===== config.mk =====
export PLATFORM = sky130hd
export DESIGN_NAME = esc_top
export DESIGN_NICKNAME = d
export VERILOG_FILES = /design/src/verilog/esc_pkg.sv /design/src/verilog/esc_capture.sv /design/src/verilog/esc_detail_enc.sv /design/src/verilog/esc_top.sv
export SDC_FILE = /design/constraint.sdc
export NUM_CORES = 1
export LEC_CHECK = 0
export ABC_AREA = 1
export BUFFER_PORTS_ARGS = -buffer_cell sky130_fd_sc_hd__buf_2
export CAP_MARGIN = 25
export CORE_ASPECT_RATIO = 0.6
export CORE_MARGIN = 2
export CORE_UTILIZATION = 33
export DETAILED_ROUTE_END_ITERATION = 6
export PLACE_DENSITY_LB_ADDON = 0.1
export SKIP_CTS_REPAIR_TIMING = 1
export SYNTH_ARGS = -nofsm -noshare
export SYNTH_HDL_FRONTEND = slang
export SYNTH_SLANG_ARGS = --single-unit

===== constraint.sdc =====
create_clock -name SYS_CLK -period 6.7 [get_ports SYS_CLK]
set_input_delay 1.34 -clock SYS_CLK [delete_from_list [all_inputs] [get_ports SYS_CLK]]
set_output_delay 1.34 -clock SYS_CLK [all_outputs]
set_load 0.1 [all_outputs]

===== src/verilog/esc_pkg.sv =====
// Constants and types shared by the exception status capture block.
// Bit positions are little-endian: position p holds the documented bit 31-p.
package esc_pkg;
  localparam int SEL_W = 14;
  localparam logic [13:0] SEL_STATUS = 14'h0005;
  localparam logic [13:0] SEL_FLOAT = 14'h0007;
  localparam logic [13:0] SEL_BRANCH = 14'h000B;
  localparam logic [13:0] SEL_DATA = 14'h000D;

  typedef enum logic [4:0] {
    CAUSE_LINK = 5'h00,
    CAUSE_UNALIGNED = 5'h01,
    CAUSE_ILLEGAL = 5'h02,
    CAUSE_IBUS = 5'h03,
    CAUSE_DBUS = 5'h04,
    CAUSE_DIV_ZERO = 5'h05,
    CAUSE_FLOAT = 5'h06,
    CAUSE_PRIV = 5'h07,
    CAUSE_DSTORAGE = 5'h10,
    CAUSE_ISTORAGE = 5'h11,
    CAUSE_DTLB = 5'h12,
    CAUSE_ITLB = 5'h13
  } esc_cause_t;

  // Detail field: index 6 is bit 20, index 0 is bit 26
  localparam int DET_W = 7;
  localparam int DET_TOP_BIT = 6;
  localparam int DET_STORE_BIT = 5;
  localparam int LINK_IDX_W = 4;

  // Status word layout
  localparam int CAUSE_W = 5;
  localparam int STAT_CAUSE_LSB = 0;
  localparam int STAT_DET_LSB = 5;
  localparam int STAT_DS_POS = 12;

  // Float status flags
  localparam int FLT_W = 5;
  localparam int FLT_INVALID = 4;
  localparam int FLT_DIV_ZERO = 3;
  localparam int FLT_OVERFLOW = 2;
  localparam int FLT_UNDERFLOW = 1;
  localparam int FLT_DENORMAL = 0;

  localparam logic [31:0] WORD_RESET = 32'h0000_0000;
  localparam logic [4:0] CAUSE_RESET = 5'h00;
  localparam logic [6:0] DET_RESET = 7'h00;
  localparam logic [4:0] FLT_RESET = 5'h00;
  localparam logic [31:0] UNMAPPED_READ = 32'h0000_0000;
endpackage


===== src/verilog/esc_capture.sv =====
// Load-enabled capture register used for the branch target and link data words.
// Assumes load and d come from logic on the same clock.
`timescale 1ns/1ps
module esc_capture #(
  parameter int WIDTH = 32,
  parameter logic [31:0] RESET_VAL = 32'h0000_0000
) (
  input wire logic clk,
  input wire logic rst,
  input wire logic load,
  input wire logic [WIDTH-1:0] d,
  output logic [WIDTH-1:0] q
);
  always_ff @(posedge clk or posedge rst) begin
    if (rst) begin
      q <= RESET_VAL[WIDTH-1:0];
    end else if (load) begin
      q <= d;
    end
  end
endmodule


===== src/verilog/esc_detail_enc.sv =====
// Builds the cause-specific detail field from the qualifiers of a faulting access.
// Assumes the qualifiers are valid in the cycle the exception is entered.
`timescale 1ns/1ps
module esc_detail_enc (
  input wire esc_pkg::esc_cause_t cause,
  input wire logic word_access,
  input wire logic store_access,
  input wire logic zone_protect,
  input wire logic [3:0] link_index,
  output logic [6:0] detail
);
  wire is_link = (cause == esc_pkg::CAUSE_LINK);
  wire is_unal = (cause == esc_pkg::CAUSE_UNALIGNED);
  wire is_dsto = (cause == esc_pkg::CAUSE_DSTORAGE);
  wire is_isto = (cause == esc_pkg::CAUSE_ISTORAGE);
  wire is_dtlb = (cause == esc_pkg::CAUSE_DTLB);
  // Every qualifier is gated by its cause so unrelated inputs never leak in
  wire top_bit = (is_unal & word_access) | ((is_dsto | is_isto) & zone_protect);
  wire store_bit = (is_unal | is_dsto | is_dtlb) & store_access;
  wire [3:0] link_bits = is_link ? link_index : 4'h0;
  assign detail = {top_bit, store_bit, 1'b0, link_bits};
endmodule


===== src/verilog/esc_top.sv =====
// Exception status, branch target, float status and link data capture for a core.
// Assumes all inputs come from core pipeline logic on SYS_CLK; selector reads are
// answered one cycle after the move-from-special strobe.
`timescale 1ns/1ps
module esc_top #(
  parameter bit EXC_SUPPORT = 1'b1,
  parameter int LINK_COUNT = 1,
  parameter bit LINK_EXC_OPT = 1'b1
) (
  input wire logic SYS_CLK,
  input wire logic RST,
  input wire logic MOVE_FROM_SPECIAL,
  input wire logic MOVE_TO_SPECIAL,
  input wire logic [13:0] SPECIAL_REG_SELECTOR,
  input wire logic [31:0] SPECIAL_WRITE_DATA,
  output logic [31:0] SPECIAL_READ_DATA,
  output logic SPECIAL_READ_VALID,
  input wire logic EXC_ENTER,
  input wire logic [4:0] EXC_CAUSE,
  input wire logic EXC_DELAY_SLOT,
  input wire logic EXC_WORD_ACCESS,
  input wire logic EXC_STORE_ACCESS,
  input wire logic EXC_ZONE_PROTECT,
  input wire logic [3:0] EXC_LINK_INDEX,
  input wire logic [31:0] EXC_LINK_DATA,
  input wire logic EXC_RETURN,
  input wire logic BRANCH_IN_DELAY_SLOT,
  input wire logic [31:0] BRANCH_TARGET,
  input wire logic [4:0] FLOAT_FLAG_SET,
  output logic EXCEPTION_ACTIVE,
  output logic DELAY_SLOT_FLAG
);
  localparam bit HAS_BRANCH = EXC_SUPPORT;
  localparam bit HAS_DATA = (LINK_COUNT > 0) && LINK_EXC_OPT;

  logic [4:0] cause_reg;
  logic [6:0] detail_reg;
  logic delay_slot_reg;
  logic active_reg;
  logic [4:0] float_reg;
  logic [4:0] float_next;
  logic [31:0] read_data_reg;
  logic read_valid_reg;
  logic [6:0] detail_next;
  logic [31:0] branch_target_reg;
  logic [31:0] exception_data_reg;

  esc_pkg::esc_cause_t cause_in;
  assign cause_in = esc_pkg::esc_cause_t'(EXC_CAUSE);

  // Detail is derived from the incoming cause, not the stored one, so all
  // three fields land on the same edge
  esc_detail_enc u_detail (
    .cause(cause_in),
    .word_access(EXC_WORD_ACCESS),
    .store_access(EXC_STORE_ACCESS),
    .zone_protect(EXC_ZONE_PROTECT),
    .link_index(EXC_LINK_INDEX),
    .detail(detail_next)
  );

  always_ff @(posedge SYS_CLK or posedge RST) begin
    if (RST) begin
      cause_reg <= esc_pkg::CAUSE_RESET;
      detail_reg <= esc_pkg::DET_RESET;
      delay_slot_reg <= 1'b0;
    end else if (EXC_ENTER) begin
      cause_reg <= EXC_CAUSE;
      detail_reg <= detail_next;
      delay_slot_reg <= EXC_DELAY_SLOT;
    end
  end

  // Entry wins over return in the same cycle so a new exception is not lost
  wire active_next = EXC_ENTER | (active_reg & ~EXC_RETURN);
  always_ff @(posedge SYS_CLK or posedge RST) begin
    if (RST) begin
      active_reg <= 1'b0;
    end else begin
      active_reg <= active_next;
    end
  end

  // Branch captures stop while a handler runs, keeping the return target
  wire branch_load = HAS_BRANCH && BRANCH_IN_DELAY_SLOT && !active_reg;
  esc_capture #(.WIDTH(32), .RESET_VAL(esc_pkg::WORD_RESET)) u_branch (
    .clk(SYS_CLK),
    .rst(RST),
    .load(branch_load),
    .d(BRANCH_TARGET),
    .q(branch_target_reg)
  );

  wire data_load = HAS_DATA && EXC_ENTER && (cause_in == esc_pkg::CAUSE_LINK);
  esc_capture #(.WIDTH(32), .RESET_VAL(esc_pkg::WORD_RESET)) u_data (
    .clk(SYS_CLK),
    .rst(RST),
    .load(data_load),
    .d(EXC_LINK_DATA),
    .q(exception_data_reg)
  );

  // Software write and hardware flag set may collide; the set is ORed in last
  wire float_write = MOVE_TO_SPECIAL && (SPECIAL_REG_SELECTOR == esc_pkg::SEL_FLOAT);
  wire [4:0] float_base = float_write ? SPECIAL_WRITE_DATA[esc_pkg::FLT_W-1:0] : float_reg;
  assign float_next = float_base | FLOAT_FLAG_SET;
  always_ff @(posedge SYS_CLK or posedge RST) begin
    if (RST) begin
      float_reg <= esc_pkg::FLT_RESET;
    end else begin
      float_reg <= float_next;
    end
  end

  // Reserved upper bits are constant zero, so no write can reach them
  wire [31:0] status_word = {19'h00000, delay_slot_reg, detail_reg, cause_reg};
  wire [31:0] float_word = {27'h0000000, float_reg};

  wire sel_status = (SPECIAL_REG_SELECTOR == esc_pkg::SEL_STATUS);
  wire sel_float = (SPECIAL_REG_SELECTOR == esc_pkg::SEL_FLOAT);
  wire sel_branch = HAS_BRANCH && (SPECIAL_REG_SELECTOR == esc_pkg::SEL_BRANCH);
  wire sel_data = HAS_DATA && (SPECIAL_REG_SELECTOR == esc_pkg::SEL_DATA);
  // Absent registers and foreign selectors read as zero
  wire [31:0] read_mux = sel_status ? status_word :
                         sel_float ? float_word :
                         sel_branch ? branch_target_reg :
                         sel_data ? exception_data_reg :
                         esc_pkg::UNMAPPED_READ;

  always_ff @(posedge SYS_CLK or posedge RST) begin
    if (RST) begin
      read_data_reg <= esc_pkg::WORD_RESET;
      read_valid_reg <= 1'b0;
    end else begin
      read_valid_reg <= MOVE_FROM_SPECIAL;
      if (MOVE_FROM_SPECIAL) begin
        read_data_reg <= read_mux;
      end
    end
  end

  assign SPECIAL_READ_DATA = read_data_reg;
  assign SPECIAL_READ_VALID = read_valid_reg;
  assign EXCEPTION_ACTIVE = active_reg;
  assign DELAY_SLOT_FLAG = delay_slot_reg;
endmodule


==> impl_metrics.csv <==
group,metric,value,unit
run_status,status,"complete, no violations",
sta,hold_viol_final,0,
worst_setup_path,worstSetupStartpointType,"primary input",
power,peakVddDrop,0.127,mV
finish,fin_nets,806,
sta,clock-skew-final,0.00861,ns
finish,final_cell_mix,"nand2_1 (147), buf_2 (142), dfrtp_1 (115)",
floorplanning,num_rows,35,
synthesis,synth_compound_area_frac,0.0686,
synthesis,synth-simple-area-share,0.203,
floorplanning,fp.dieH,101,um
sta,max_slew.worst_pin.slew,0.858,ns
clocking,cts-htree-levels,4,
placed_design,dpl_cell_area,0.00603,sq mm
synthesis,synth_top_family_by_area,"simple AND/OR/NAND/NOR gates",
hold_path,hp-class,"flop to flop",
sta,post-route-min-period,2.70,ns
finish,final_cell_area,0.00662,sq mm
worst_setup_path,cp_max_fo,37,
global_routing,grt_pass1_vias,4300,
clocking,insertion_delay,0.40,ns
synthesis,synth_edf_count,0,
global_routing,grt_max_degree,60,
placed_design,gp_congestion,0.748,
hold_path,hold_start,"SPECIAL_READ_DATA[29]$_DFFE_PP0P_",
drt,drtPass1Iterations,4,
synthesis,seq_area_frac_synth,0.556,
clocking,cts_sinks,115,
worst_setup_path,cp.arrival,3.03,ns
worst_setup_path,crit_chain,"buf_2 > or2_4 > nor2_8 > nand2_4 > clkinv_2 > nand2_1 > nand3_1 > nand2_1 > nand2_1",
clocking,root_buffer,"clkbuf_16",
synthesis,synthCells,530,
sta,rsz0062_at_grt,"false",
floorplanning,initial_utilization,0.338,
worst_setup_path,crit_path_end_kind,"flop",
global_routing,grt_usage,0.177,
synthesis,synth_ff_type,"dfrtp_1",
clocking,cts_tree,"built",
worst_setup_path,path_class,"primary input to flop",
drt,drt-total-wl,14200,um
clocking,clk_path_buf_depth,2,
synthesis,syn_avg_cell_area,9.77,sq um
worst_setup_path,slowest_delay,0.46,ns
drt,drc,0,
clocking,clkTransAtPathRegs,0.05,ns
worst_setup_path,slowest_stage,"nor2_8",
floorplanning,io_pins,170,
sta,setup_viol,0,
power,p_leak,3.54,nW
sta,period_share,0.403,
global_routing,antenna_found_initial,1,
global_routing,grtUsageMet1,0.258,
floorplanning,fp.dieArea,0.0167,sq mm
synthesis,synth-seq-cells,115,
floorplanning,core,0.0153,sq mm
drt,wire_per_inst,16.0,um
drt,ant_nets,0,
drt,dr_total_vias,4174,
placed_design,dp_hpwl,9590,um
placed_design,pre_cts_slack,3.40,ns
flow_run,cap_violations,0,
sta,finalMaxSlewViolations,0,
sta,maxSlewHeadroom,0.428,
floorplanning,die_w,166,um
power,power_density,285,mW/mm^2
sta,fin_ws,4.00,ns
finish,layout_commonest_cell,"nand2_1",
synthesis,synth_cell_types,31,
synthesis,yosys_warnings,0,
worst_setup_path,rr_startpoint,"EXCEPTION_ACTIVE$_DFF_PP0_",
sta,setup-tns-final,0,ns
global_routing,met3_usage,0.0554,
placed_design,io_buffer_count,142,
synthesis,synthArstFlopShare,1.00,
drt,vias_per_cell,4.70,
finish,area_growth,27.8,%
synthesis,syn_area,0.00518,sq mm
synthesis,muxShareOfSynthArea,0.117,
synthesis,syn-num-nets,665,
synthesis,synth_xor_area_frac,0,
global_routing,grt.overflow.total,0,
clocking,numCtsBuffers,17,
sta,fmax,371,MHz
drt,drt_iter0_markers,153,
global_routing,use_met2,0.252,
global_routing,gr-max-usage-layer,"met1",
synthesis,synthAdderAreaFrac,0,
finish,drive_above_1_share,0.349,
global_routing,grt_pass1_wl,22800,um
worst_setup_path,critical_path.startpoint,"SPECIAL_REG_SELECTOR[9]",
worst_setup_path,cpMostUsedCell,"nand2_1",
worst_setup_path,required,7.03,ns
per-stage QoR:
step           hold WS [ns]  utilization  total power (W)  cells
6_report              0.471        0.432          0.00189    888
5_1_grt               0.495        0.432          0.00197    887
4_1_cts               0.477        0.430          0.00191    886
3_5_place_dp          0.462        0.394          0.00103    854
3_3_place_gp          0.460        0.392          0.00102    853
2_1_floorplan         0.443            -         0.000959    530
cell usage after synthesis (2+ instances only):
library cell | count | share of area
nand2_1 | 148 | 0.11
dfrtp_1 | 115 | 0.56
nand3_1 | 38 | 0.037
inv_1 | 35 | 0.025
nor2_1 | 34 | 0.025
o21ai_0 | 29 | 0.028
mux2_4 | 24 | 0.070
a21oi_1 | 23 | 0.022
mux2_2 | 22 | 0.048
o21ai_1 | 13 | 0.013
buf_2 | 7 | 0.0068
clkbuf_1 | 7 | 0.0051
buf_6 | 5 | 0.011
nor2_2 | 5 | 0.0060
nand4_1 | 4 | 0.0048
nand2_4 | 3 | 0.0065
buf_4 | 2 | 0.0029
inv_2 | 2 | 0.0015
nor2_4 | 2 | 0.0043
per-layer routing:
| metal | vias to the layer above | part of all wire | wire length [um] |
|---|---|---|---|
| li1 | 2001 | - | - |
| met1 | 2074 | 0.52 | 7400 |
| met2 | 93 | 0.42 | 5980 |
| met3 | 6 | 0.049 | 700 |
| met4 | 0 | 0.0055 | 78 |
| met5 | - | 0 | 0 |
critical path, delay by kind of cell:
| family | cells | cell delay, ns |
|---|---|---|
| AND/OR/NAND/NOR | 7 | 1.23 |
| buffers and inverters | 2 | 0.43 |
logic make-up (layout without fill, tap and decap cells):
| family | after synthesis | after routing |
|---|---|---|
| AOI/OAI and AO/OA | 69 | 69 |
| muxes | 46 | 46 |
| buffers and inverters | 61 | 215 |
| and+or+nand+nor | 239 | 239 |
| DFF | 115 | 115 |
| other | 0 | 1 |
final timing paths:
| path | end | slack (ns) | cells past startpoint |
|---|---|---|---|
| setup / recovery | SPECIAL_READ_DATA[7]$_DFFE_PP0P_ | 4.00 | 9 |
| hold / removal | SPECIAL_READ_DATA[29]$_DFFE_PP0P_ | 0.47 | 2 |
| setup reg to reg | u_branch.q[1]$_DFFE_PP0P_ | 5.31 | 4 |
| hold reg to reg | SPECIAL_READ_DATA[29]$_DFFE_PP0P_ | 0.47 | 2 |
| max in group asynchronous | u_data.q[8]$_DFFE_PP0P_ | 4.36 | 3 |
| min in group asynchronous | SPECIAL_READ_DATA[26]$_DFFE_PP0P_ | 1.08 | 2 |
report_power, final:
| part | internal [W] | switching [W] |
|---|---|---|
| Clock | 0.000554 | 0.000312 |
| Sequential | 0.000774 | 0.0000378 |
| Combinational | 0.0000983 | 0.000110 |
| Total | 0.00143 | 0.000460 |
final cells by class:
class / instances / area [sq um]
Antenna cell: 1 / 2.50
Clock buffer: 22 / 454
Clock inverter: 10 / 109
Fill cell: 1541 / 8710
Inverter: 38 / 146
Multi-Input combinational cell: 354 / 2020
Sequential cell: 115 / 2880
Tap cell: 203 / 254
Timing Repair Buffer: 145 / 758
No activity file was read; power rests on OpenSTA's default activity.
